## src/pkg/btlp_consts.svh

```systemverilog
`ifndef BTLP_CONSTS_SVH
`define BTLP_CONSTS_SVH
// Contract
// - With the monitor enabled, count clocks from each address strobe until it negates. The code also stops the count on acknowledge.
// - On count expiry with strobe still asserted, set timeout flag, hold bus error.
// - Monitor is a 10-bit down counter behind a 4-bit prescaler, 16-clock resolution.
// - Monitor enable bit: 0 disables, 1 enables; resets to 1.
// - Count select codes 000 to 111 pick 128 up to 16K clocks, doubling.
// - Count select resets to all ones, the 16K clock timeout.
// - Standby is entered only after standby enable is set and STOP completes.
// - In standby the core idles on a divided clock; everything else runs full speed.
// - Any of 16 unmasked pending internal interrupts ends standby.
// - A masked interrupt source never ends standby.
// - Recovery select clear: wake restores full clock, keeps all state.
// - Clock output pin keeps running at full rate through standby.
// - Recovery select set: wake applies a 16 to 32 clock core reset.
// - The external reset pin is never driven by the wake core reset.
// - Destructive wake keeps all peripheral and register state; only core state lost.
// - Low byte 20h is divide by 2 standby; FFh adds recovery, max divide; A0h.
// - Standby core clock is system clock over 2 over divider value plus one.
// - Prescale select puts a divide by 16 ahead, ratios 32 to 1024.

// Register byte offsets.
`define BTLP_ADR_SCR      8'h00
`define BTLP_ADR_IMR      8'h04
`define BTLP_ADR_STAT     8'h08
// Field positions in write data.
`define BTLP_LOW_MSB      7
`define BTLP_LOW_LSB      0
`define BTLP_WD_MSB       11
`define BTLP_WD_LSB       8
`define BTLP_HWT_BIT      12
`define BTLP_IMR_MSB      15
// Reset values.
`define BTLP_TIMEOUT_MONITOR_ENABLE_RST    1'h1
`define BTLP_TIMEOUT_COUNT_SELECT_RST    3'h7
`define BTLP_LOW_RST      8'h00
`define BTLP_IMR_RST      16'h0000
// Timing counts.
`define BTLP_TO_BASE      11'h008
`define BTLP_TO_ONE       11'h001
`define BTLP_PRE_LAST     4'hF
`define BTLP_CORE_RST_CYC 5'h18
`define BTLP_RST_LEN_MIN  6'h10
`define BTLP_RST_LEN_MAX  6'h20
`endif

```

## src/pkg/btlp_pkg.sv

```systemverilog
package btlp_pkg;
  // Wishbone request from the master.
  typedef struct packed {
    logic        cyc;
    logic        stb;
    logic        we;
    logic [7:0]  adr;
    logic [3:0]  sel;
    logic [31:0] dat;
  } btlp_wb_req_t;

  // Wishbone answer to the master.
  typedef struct packed {
    logic        ack;
    logic [31:0] dat;
  } btlp_wb_rsp_t;

  // System control register layout, bit 12 down to bit 0.
  typedef struct packed {
    logic       bus_timeout_flag;
    logic [2:0] timeout_count_select;
    logic       timeout_monitor_enable;
    logic       wake_recovery_select;
    logic       divider_prescale_select;
    logic       standby_enable;
    logic [4:0] core_clock_divider;
  } btlp_scr_t;

  // Standby sequencer states, Gray coded along run, standby, core reset.
  typedef enum logic [1:0] {
    BTLP_RUN      = 2'h0,
    BTLP_STANDBY  = 2'h1,
    BTLP_CORE_RST = 2'h3
  } btlp_state_t;
endpackage

```

## src/design/btlp_top.sv

```systemverilog
// Design decisions made here: the Wishbone slave port and the address map.
`timescale 1ns/1ps
`include "btlp_consts.svh"

module btlp_top
(
  input  wire logic                  sys_clk,
  input  wire logic                  reset,
  input  wire btlp_pkg::btlp_wb_req_t wb_req,
  output      btlp_pkg::btlp_wb_rsp_t wb_rsp,
  input  wire logic                  addr_strobe_n,
  input  wire logic                  dtack_n,
  output      logic                  bus_error_n,
  input  wire logic                  stop_done,
  input  wire logic [15:0]           internal_interrupt_request,
  output      logic                  core_clk_en,
  output      logic                  core_reset,
  output      logic                  ext_reset_drive,
  output      logic                  clock_output_enable,
  output      logic                  standby
);
  import btlp_pkg::*;

  // ----------------------------------------------------------------
  // Declarations
  // ----------------------------------------------------------------
  btlp_wb_rsp_t wb_rsp_q;
  btlp_scr_t    scr_q;
  logic [15:0]  imr_q;
  logic         as_s1_q;
  logic         as_s2_q;
  logic         as_prev_q;
  logic         dt_s1_q;
  logic         dt_s2_q;
  logic [3:0]   to_pre_q;
  logic [9:0]   to_cnt_q;
  logic         counting_q;
  logic         timed_out_q;
  logic         bus_error_n_q;
  btlp_state_t  state_q;
  logic [4:0]   rst_cnt_q;
  logic [5:0]   rst_len_q;
  logic         core_reset_q;
  logic [3:0]   div_pre_q;
  logic         div_half_q;
  logic [4:0]   div_cnt_q;
  logic         core_clk_en_q;
  logic         clock_output_enable_q;
  logic         ext_reset_drive_q;
  logic         standby_q;
  logic         wb_hit;
  logic         wb_wr;
  logic         as_rise;
  logic         to_tick;
  logic         to_expire;
  logic [10:0]  to_span;
  logic [9:0]   to_load;
  logic         wake;
  logic         p_tick;
  logic         h_tick;
  logic         d_tick;

  // ----------------------------------------------------------------
  // Wishbone slave
  // ----------------------------------------------------------------

  // A request is answered one cycle after it is seen; the write lands on
  // the edge where the master samples ack, so it happens exactly once.
  assign wb_hit = wb_req.cyc && wb_req.stb;
  assign wb_wr  = wb_hit && wb_req.we && wb_rsp_q.ack;

  // Ack and read data; unmapped offsets read as zero and are still acked.
  always_ff @(posedge sys_clk)
  begin
    if (reset)
    begin
      wb_rsp_q <= '0;
    end
    else
    begin
      wb_rsp_q.ack <= wb_hit && !wb_rsp_q.ack;
      case (wb_req.adr)
        `BTLP_ADR_SCR:  wb_rsp_q.dat <= 32'(scr_q);
        `BTLP_ADR_IMR:  wb_rsp_q.dat <= 32'(imr_q);
        `BTLP_ADR_STAT: wb_rsp_q.dat <= 32'({core_reset_q, standby_q, counting_q});
        default:        wb_rsp_q.dat <= 32'h00000000;
      endcase
    end
  end

  // System control register. The timeout flag is cleared by writing one,
  // and a timeout in the same cycle wins over that clear.
  always_ff @(posedge sys_clk)
  begin
    if (reset)
    begin
      scr_q.timeout_monitor_enable <= `BTLP_TIMEOUT_MONITOR_ENABLE_RST;
      scr_q.timeout_count_select   <= `BTLP_TIMEOUT_COUNT_SELECT_RST;
      scr_q.bus_timeout_flag       <= 1'h0;
      {scr_q.wake_recovery_select, scr_q.divider_prescale_select,
       scr_q.standby_enable, scr_q.core_clock_divider} <= `BTLP_LOW_RST;
    end
    else
    begin
      if (wb_wr && wb_req.adr == `BTLP_ADR_SCR && wb_req.sel[0])
      begin
        // Low byte: recovery, prescale, enable, divider.
        {scr_q.wake_recovery_select, scr_q.divider_prescale_select,
         scr_q.standby_enable, scr_q.core_clock_divider}
          <= wb_req.dat[`BTLP_LOW_MSB:`BTLP_LOW_LSB];
      end
      if (wb_wr && wb_req.adr == `BTLP_ADR_SCR && wb_req.sel[1])
      begin
        {scr_q.timeout_count_select, scr_q.timeout_monitor_enable}
          <= wb_req.dat[`BTLP_WD_MSB:`BTLP_WD_LSB];
      end
      if (to_expire)
      begin
        scr_q.bus_timeout_flag <= 1'h1;
      end
      else if (wb_wr && wb_req.adr == `BTLP_ADR_SCR && wb_req.sel[1]
               && wb_req.dat[`BTLP_HWT_BIT])
      begin
        scr_q.bus_timeout_flag <= 1'h0;
      end
    end
  end

  // Interrupt mask: a one lets that source wake the core.
  always_ff @(posedge sys_clk)
  begin
    if (reset)
    begin
      imr_q <= `BTLP_IMR_RST;
    end
    else if (wb_wr && wb_req.adr == `BTLP_ADR_IMR && (|wb_req.sel[1:0]))
    begin
      imr_q <= wb_req.dat[`BTLP_IMR_MSB:0];
    end
  end

  // ----------------------------------------------------------------
  // Bus timeout monitor
  // ----------------------------------------------------------------

  // Pin synchronisers; only the second stage is read by logic.
  always_ff @(posedge sys_clk)
  begin
    if (reset)
    begin
      as_s1_q   <= 1'h0;
      as_s2_q   <= 1'h0;
      as_prev_q <= 1'h0;
      dt_s1_q   <= 1'h0;
      dt_s2_q   <= 1'h0;
    end
    else
    begin
      as_s1_q   <= !addr_strobe_n;
      as_s2_q   <= as_s1_q;
      as_prev_q <= as_s2_q;
      dt_s1_q   <= !dtack_n;
      dt_s2_q   <= dt_s1_q;
    end
  end

  assign as_rise   = as_s2_q && !as_prev_q;
  // The prescaler runs free, so the first tick of a cycle may come early;
  // this is why successive timeouts differ by up to 15 clocks.
  assign to_tick   = (to_pre_q == `BTLP_PRE_LAST);
  // The enable is looked at here too, so a monitor switched off mid-cycle
  // cannot still fire on the one edge before counting stops.
  assign to_expire = counting_q && as_s2_q && to_tick && (to_cnt_q == 10'h000)
                     && scr_q.timeout_monitor_enable;
  assign to_span   = `BTLP_TO_BASE << scr_q.timeout_count_select;
  assign to_load   = 10'(to_span - `BTLP_TO_ONE);

  // Free running 4-bit prescaler.
  always_ff @(posedge sys_clk)
  begin
    if (reset)
    begin
      to_pre_q <= 4'h0;
    end
    else
    begin
      to_pre_q <= to_pre_q + 4'h1;
    end
  end

  // Down counter: reloads at each strobe, stops on negation or acknowledge.
  always_ff @(posedge sys_clk)
  begin
    if (reset)
    begin
      to_cnt_q   <= 10'h000;
      counting_q <= 1'h0;
    end
    else if (as_rise)
    begin
      to_cnt_q   <= to_load;
      counting_q <= scr_q.timeout_monitor_enable;
    end
    else if (!as_s2_q || dt_s2_q || !scr_q.timeout_monitor_enable || to_expire)
    begin
      counting_q <= 1'h0;
    end
    else if (counting_q && to_tick)
    begin
      to_cnt_q <= to_cnt_q - 10'h001;
    end
  end

  // Bus error is held from expiry until the strobe negates.
  always_ff @(posedge sys_clk)
  begin
    if (reset)
    begin
      timed_out_q   <= 1'h0;
      bus_error_n_q <= 1'h1;
    end
    else
    begin
      timed_out_q   <= as_s2_q && (timed_out_q || to_expire);
      bus_error_n_q <= !(as_s2_q && (timed_out_q || to_expire));
    end
  end

  // ----------------------------------------------------------------
  // Standby sequencer
  // ----------------------------------------------------------------

  assign wake = |(internal_interrupt_request & imr_q);

  // Only the core is touched here; no register of this block is reset by
  // a wake, so peripheral state survives either recovery.
  always_ff @(posedge sys_clk)
  begin
    if (reset)
    begin
      state_q   <= BTLP_RUN;
      rst_cnt_q <= 5'h00;
    end
    else
    begin
      case (state_q)
        BTLP_RUN:
        begin
          if (stop_done && scr_q.standby_enable)
          begin
            state_q <= BTLP_STANDBY;
          end
        end
        BTLP_STANDBY:
        begin
          if (wake && scr_q.wake_recovery_select)
          begin
            state_q   <= BTLP_CORE_RST;
            rst_cnt_q <= `BTLP_CORE_RST_CYC;
          end
          else if (wake)
          begin
            state_q <= BTLP_RUN;
          end
        end
        BTLP_CORE_RST:
        begin
          rst_cnt_q <= rst_cnt_q - 5'h01;
          if (rst_cnt_q == 5'h01)
          begin
            state_q <= BTLP_RUN;
          end
        end
        default:
        begin
          state_q <= BTLP_RUN;
        end
      endcase
    end
  end

  // Core reset, standby indication and pin controls.
  always_ff @(posedge sys_clk)
  begin
    if (reset)
    begin
      core_reset_q          <= 1'h0;
      standby_q             <= 1'h0;
      ext_reset_drive_q     <= 1'h0;
      clock_output_enable_q <= 1'h1;
    end
    else
    begin
      core_reset_q          <= (state_q == BTLP_STANDBY && wake && scr_q.wake_recovery_select)
                               || (state_q == BTLP_CORE_RST && rst_cnt_q != 5'h01);
      standby_q             <= (state_q == BTLP_STANDBY);
      ext_reset_drive_q     <= 1'h0;
      clock_output_enable_q <= 1'h1;
    end
  end

  // ----------------------------------------------------------------
  // Core clock divider
  // ----------------------------------------------------------------

  // Optional divide by 16, then by 2, then by divider value plus one.
  assign p_tick = !scr_q.divider_prescale_select || (div_pre_q == `BTLP_PRE_LAST);
  assign h_tick = p_tick && div_half_q;
  assign d_tick = h_tick && (div_cnt_q == 5'h00);

  // The chain restarts on every standby entry so the first slow edge
  // comes a full period later; the core sees an enable, not a new clock.
  always_ff @(posedge sys_clk)
  begin
    if (reset || state_q != BTLP_STANDBY)
    begin
      div_pre_q  <= 4'h0;
      div_half_q <= 1'h0;
      div_cnt_q  <= scr_q.core_clock_divider;
    end
    else
    begin
      div_pre_q <= div_pre_q + 4'h1;
      if (p_tick)
      begin
        div_half_q <= !div_half_q;
      end
      if (h_tick)
      begin
        div_cnt_q <= (div_cnt_q == 5'h00) ? scr_q.core_clock_divider : div_cnt_q - 5'h01;
      end
    end
  end

  // Full rate enable outside standby, one pulse per ratio inside it.
  always_ff @(posedge sys_clk)
  begin
    if (reset)
    begin
      core_clk_en_q <= 1'h1;
    end
    else
    begin
      core_clk_en_q <= (state_q != BTLP_STANDBY) || d_tick;
    end
  end

  // ----------------------------------------------------------------
  // Outputs
  // ----------------------------------------------------------------
  assign wb_rsp              = wb_rsp_q;
  assign bus_error_n         = bus_error_n_q;
  assign core_clk_en         = core_clk_en_q;
  assign core_reset          = core_reset_q;
  assign ext_reset_drive     = ext_reset_drive_q;
  assign clock_output_enable = clock_output_enable_q;
  assign standby             = standby_q;

  // Helper: cycles the current core reset pulse has stood so far. A counter
  // keeps the length check cheap; a long repetition would be unrolled.
  always_ff @(posedge sys_clk)
  begin
    if (reset || !core_reset_q)
    begin
      rst_len_q <= 6'h00;
    end
    else
    begin
      rst_len_q <= rst_len_q + 6'h01;
    end
  end
endmodule

```

## config.mk

```make
export PLATFORM = sky130hd
export DESIGN_NAME = btlp_top
export DESIGN_NICKNAME = d
export VERILOG_FILES = /design/src/pkg/btlp_pkg.sv /design/src/design/btlp_top.sv
export VERILOG_INCLUDE_DIRS = /design/src /design/src/pkg
export SDC_FILE = /design/constraint.sdc
export NUM_CORES = 1
export LEC_CHECK = 0
export ABC_AREA = 1
export BUFFER_PORTS_ARGS = -buffer_cell sky130_fd_sc_hd__buf_2
export CAP_MARGIN = 20
export CORE_MARGIN = 1.5
export CORE_UTILIZATION = 40
export CTS_CLUSTER_SIZE = 12
export DETAILED_ROUTE_END_ITERATION = 7
export PLACE_DENSITY_LB_ADDON = 0.12
export SLEW_MARGIN = 20
export SYNTH_ARGS = -nofsm -noshare
export SYNTH_HDL_FRONTEND = slang
export SYNTH_SLANG_ARGS = --single-unit
```

## constraint.sdc

```tcl
create_clock -name sys_clk -period 3.6 [get_ports sys_clk]
set_clock_uncertainty 0.15 [all_clocks]
set_input_delay 0.36 -clock sys_clk [delete_from_list [all_inputs] [get_ports sys_clk]]
set_output_delay 0.36 -clock sys_clk [all_outputs]
set_load 0.02 [all_outputs]
```

Word level (Yosys, flattened, before mapping)
Cells that the tools add are included.
Storage, ports and cells
  input port bits: 68
  memory bits (writable): 0
  bits in registers: 104
  word-level logic and storage cells: 123
  memories kept: 0
  latch bits: 0
  bits in read-only memories: 0
  output and inout bits: 39
Cells by class
  divide/modulo/power cells: 0
  equal/unequal tests: 14
  $add $sub $neg: 6
  reductions and logical operators: 55
  muxes and demuxes: 18
  $lt $le $gt $ge: 0
  shift-type cells: 1
  bitwise gates (word level): 1
  $mul: 0
Operator list (count)
  16-bit one-hot mux with 3 select lines: 1
  10-bit 2-to-1 mux: 3
  1-bit logical AND: 24
  5-bit 2-to-1 mux: 4
  10-bit by 1-bit subtractor with 10-bit output (second input constant): 2
  16-bit bitwise AND: 1
  16-bit OR reduction: 1
  10-bit zero test: 1
  5-bit one-hot mux with 2 select lines: 1
  2-bit nonzero test: 5
  4-bit by 3-bit left shift with 10-bit output (first input constant): 1
  5-bit by 1-bit subtractor with 5-bit output (second input constant): 2
  1-bit zero test: 9
  4-bit by 1-bit adder with 4-bit output (second input constant): 2
  4-bit == test (second input constant): 2
  8-bit by 3-bit == test with 1-bit output (second input constant): 1
  8-bit by 4-bit == test with 1-bit output (second input constant): 1
  8-bit zero test: 1
  1-bit logical OR: 8
  2-bit 2-to-1 mux: 4
  2-bit != test (second input constant): 4
  2-bit one-hot mux with 3 select lines: 1
  5-bit by 1-bit == test with 1-bit output (second input constant): 1
  5-bit zero test: 1
  other kinds (10): 14

Depth between registers and ports, before layout
  depth in word-level cells: 8
  gate-level depth with buffers: 13
  mapped depth without buffers: 12

Least setup slack after synthesis
No wires, ideal clock.
  path type: flip-flop to flip-flop
  start point: register as_prev_q
  end point: register to_cnt_q[6]
  buffers on the path: 1
  setup slack: 1.805 ns
  stages on the path, launching flop included: 14
  arrival: 1.528 ns
  cells stage by stage: dfxtp_1 > inv_1 > nand2_2 > buf_1 > nand2_1 > ha_1 > nand2_1 > inv_1 > nand3_1 > nor2_1 > nand2_1 > nand2_1 > nor2_1 > nor2_1
Between the ends
  word-level cells in the longest chain between the ends: 4
  elaborated cells on any way between the ends: 6
Ends and longest elaborated chain
  start, declared: line btlp_top.sv:32  | logic as_prev_q;
  start signal, assigned: line btlp_top.sv:161  | as_prev_q <= as_s2_q;
  1-bit zero test *: line btlp_top.sv:167  | assign as_rise = as_s2_q && !as_prev_q;
  1-bit logical AND *: line btlp_top.sv:167
  2-bit != test (no source line) / 2-bit nonzero test (equally long branches)
  2-bit AND reduction (no source line)
  end signal, assigned: line btlp_top.sv:201  | to_cnt_q <= to_load;
  end signal, assigned: line btlp_top.sv:210  | to_cnt_q <= to_cnt_q - 10'h001;
  end, declared: line btlp_top.sv:36  | logic [9:0] to_cnt_q;
Mark *: on every way between the ends. The rest lies on a longest branch, timed or not.
A chain may end at the register's enable or synchronous reset.

Worst setup path after layout
  start point: register to_pre_q[0]
  end point: register to_cnt_q[6]
Between the ends
  word-level cells in the longest chain between the ends: 7
  elaborated cells on any way between the ends: 9
Ends and longest elaborated chain
  start, declared: line btlp_top.sv:35  | logic [3:0] to_pre_q;
  start signal, assigned: line btlp_top.sv:187  | to_pre_q <= to_pre_q + 4'h1;
  4-bit == test (no source line) *
  1-bit logical AND (2 in series): line btlp_top.sv:173  | assign to_expire = counting_q && as_s2_q && to_tick && (to_cnt_q == 10'h000)
  1-bit logical AND: line btlp_top.sv:174  | && scr_q.timeout_monitor_enable;
  1-bit logical OR: line btlp_top.sv:204  | else if (!as_s2_q || dt_s2_q || !scr_q.timeout_monitor_enable || to_expire)
  2-bit != test (no source line)
  2-bit AND reduction (no source line) *
Marks and branches as above.

==> results.md <==
* Endpoints failing hold at 0
* Boundary Pins at approximately 110
* WP data required at 3.72 ns
* Die W at 103 um
* Final HPWL DP at between 6 and 7 mm
* Cell area after synthesis at approximately 4000 sq um
* Worst path cell trace: ha_1 -> nand2_1 -> nor2_1 -> nand3_2 -> nand3_2 -> nand2_2 -> o21ai_0 -> nor2_1
* Final WL at 9.32 mm
* Post-synthesis cell type count at 33
* Antenna violations before repair at 0
* Synth Instances at between 500 and 600
* Resize count post-CTS at 0
* DRC at 0
* Final Cycle Share at 0.530
* Clock latency on the worst-skew pair at approximately 0.36 ns
* Register area share after synthesis at 0.452
* Total Routing Usage GR at 0.186
* Max Cap Viol at 0
* Final net count at 705
* Routed vias at 3538
* Min cycle time layout at 1.91 ns
* Ys flop type: dfxtp_1
* Antenna Nets Post-Route at 0
* Max stage delay on crit path at ~0.37 ns
* Routed wire per std cell at roughly 12 um
* Worst path top cell family by delay: simple AND/OR/NAND/NOR gates
* GRT overflow at 0
* Setup crit end kind: flop
* Number of synthesized flops with an enable pin at 5
* Arr. time, crit path at around 2 ns
* Htree depth at 3
* Core Footprint at slightly below 10000 sq um
* Pwr dens at approximately 400 nW/um^2
* Clk root buf: clkbuf_8
* # rows at 36
* CTS tree: yes
* Crit path buf inv count at 0
* Initial Util at 0.412
* Actual slew at the worst max-slew pin at ~0.6 ns
* Crit path kind: reg2reg
* Setup total negative slack at 0 ns
* Placed inst area at about 4400 sq um
* Total power at ~1.8 mW
* Layout cell share with drive strength beyond 1 at 0.160
* Largest net degree at the start of global routing at 28
* Run status: finished clean
* Die Y at between 100 and 150 um
* Synthesis-stage register bit count at 88
* CTS buffer count at 9
* Global placer's final weighted congestion at between 0.8 and 0.9
* Syn_area_per_cell at about 7.1 sq um
* Die area at 10600 sq um
* Slew headroom at 0.593
* Clock buffer depth at 2
* Detailed router's first-iteration violation count at 142
* Highest-delay cell along the critical path: dfxtp_1
* Vias in the first global route at 3238
* Final setup vio count at 0
* Max Freq at approximately 520 MHz
* Design area at approximately 4600 sq um
* Yosys warning count at 0
* Clk pin slew, worst setup/hold paths at approximately 0.1 ns
* Crit-path max FO at 15
* Syn-to-layout area delta at 15.2%
* Ys async rst share at 0
* Static Leak at about 2.2 nW
* I/O Buffers at 70
* # clock sinks at 88
* RSZ-0062 raised after global routing: false
* DRT Pass-1 Iters at 4
* Hold crit path type: in2reg
* First-pass GRT wire length at between 15 and 20 mm
* VDD IR-drop max at around 0.18 mV
* Slew Limit Fails at 0
* Via density at 4.60
* CP startpoint kind: flop
* Ant. Diodes at 0
-- cell usage in the layout (no fill, tap or decap), drive strengths merged, types with 5 or more instances in the layout --
| cell type | Yosys | final |
|---|---|---|
| a21oi | 33 | 33 |
| buf | 26 | 74 |
| clkbuf | 7 | 10 |
| conb | 2 | 18 |
| dfxtp | 83 | 83 |
| edfxtp | 5 | 5 |
| ha | 6 | 6 |
| inv | 63 | 65 |
| nand2 | 131 | 131 |
| nand3 | 40 | 40 |
| nor2 | 99 | 99 |
| o21ai | 42 | 42 |
-- cell families after synthesis --
group,after synthesis,synth area share
other,2,0.00187
and+or+nand+nor,281,0.296
buffers and inverters,96,0.113
xor gates and xnor gates,3,0.00656
AOI/OAI and AO/OA,85,0.112
DFF,88,0.452
adders and majority gates,6,0.0187
-- state kept, by name, indices dropped and copies added (netlist names), 2 cells and up --
signal     flops
rst_cnt_q      5
to_cnt_q      10
scr_q         13
to_pre_q       4
state_q        2
wb_rsp        17
imr_q         16
div_pre_q      4
div_cnt_q      5
-- final timing paths --
kind	start	endpoint	slack [ns]	cells after the start
setup / recovery	to_pre_q[0]$_SDFF_PP0_	to_cnt_q[6]$_SDFFE_PP0P_	1.69	8
hold / removal	wb_req[14]	imr_q[14]$_SDFFE_PP0P_	0.07	3
setup reg to reg	to_pre_q[0]$_SDFF_PP0_	to_cnt_q[6]$_SDFFE_PP0P_	1.69	8
hold reg to reg	as_s1_q$_SDFF_PP0_	as_s2_q$_SDFF_PP0_	0.26	2
-- tightest hold or removal path: stages --
cell and delay [ns]:
buf_2 0.07, nor2_1 0.03, nor2_1 0.08
-- layout make-up --
type | count | area, sq um
Clock buffer | 10 | 149
Clock inverter | 6 | 48.8
Fill cell | 1022 | 5110
Inverter | 63 | 236
Multi-Input combinational cell | 393 | 1800
Sequential cell | 88 | 1810
Tap cell | 133 | 166
Timing Repair Buffer | 76 | 400
-- power breakdown --
part / switching [mW] / internal, mW
clock network: 0.379 / 0.300
logic: 0.0936 / 0.0505
registers: 0.00774 / 0.992
-- layer usage --
metal | up-vias | track usage | share of wire
met5 | - | 0 | 0
met4 | 0 | 0.0655 | 0.0096
met3 | 8 | 0.0468 | 0.062
met2 | 94 | 0.287 | 0.43
met1 | 1553 | 0.252 | 0.50
li1 | 1883 | - | -
-- synth_stat cells, types with 3 or more instances --
| cell type | number | area, sq um |
|---|---|---|
| dfxtp_1 | 83 | 1660 |
| o21ai_0 | 42 | 210 |
| nand2_1 | 129 | 484 |
| nand3_2 | 3 | 30.0 |
| buf_2 | 4 | 20.0 |
| clkbuf_1 | 7 | 26.3 |
| buf_4 | 19 | 143 |
| nor3_1 | 3 | 15.0 |
| a21oi_1 | 33 | 165 |
| ha_1 | 6 | 75.1 |
| o211ai_1 | 4 | 30.0 |
| inv_1 | 61 | 229 |
| nand4_1 | 3 | 18.8 |
| nor2_1 | 97 | 364 |
| nand3_1 | 37 | 185 |
| edfxtp_1 | 5 | 150 |
-- metrics by stage --
stage / setup WS [ns] / std cells / hold WS [ns] / util
2_1_floorplan: 1.81 / 577 / 0.238 / -
3_5_place_dp: 1.42 / 751 / 0.245 / 0.452
3_3_place_gp: 1.48 / 751 / 0.241 / 0.452
5_1_grt: 1.48 / 769 / 0.0571 / 0.474
6_report: 1.69 / 769 / 0.0674 / 0.474
4_1_cts: 1.69 / 769 / 0.0550 / 0.474
-- timing repair --
action / CTS / global route
endpoints found under the hold margin: 2 / 0
buffers inserted: 0 / 0
hold buffers: 2 / 0
Power figures use the tool's default switching activity.
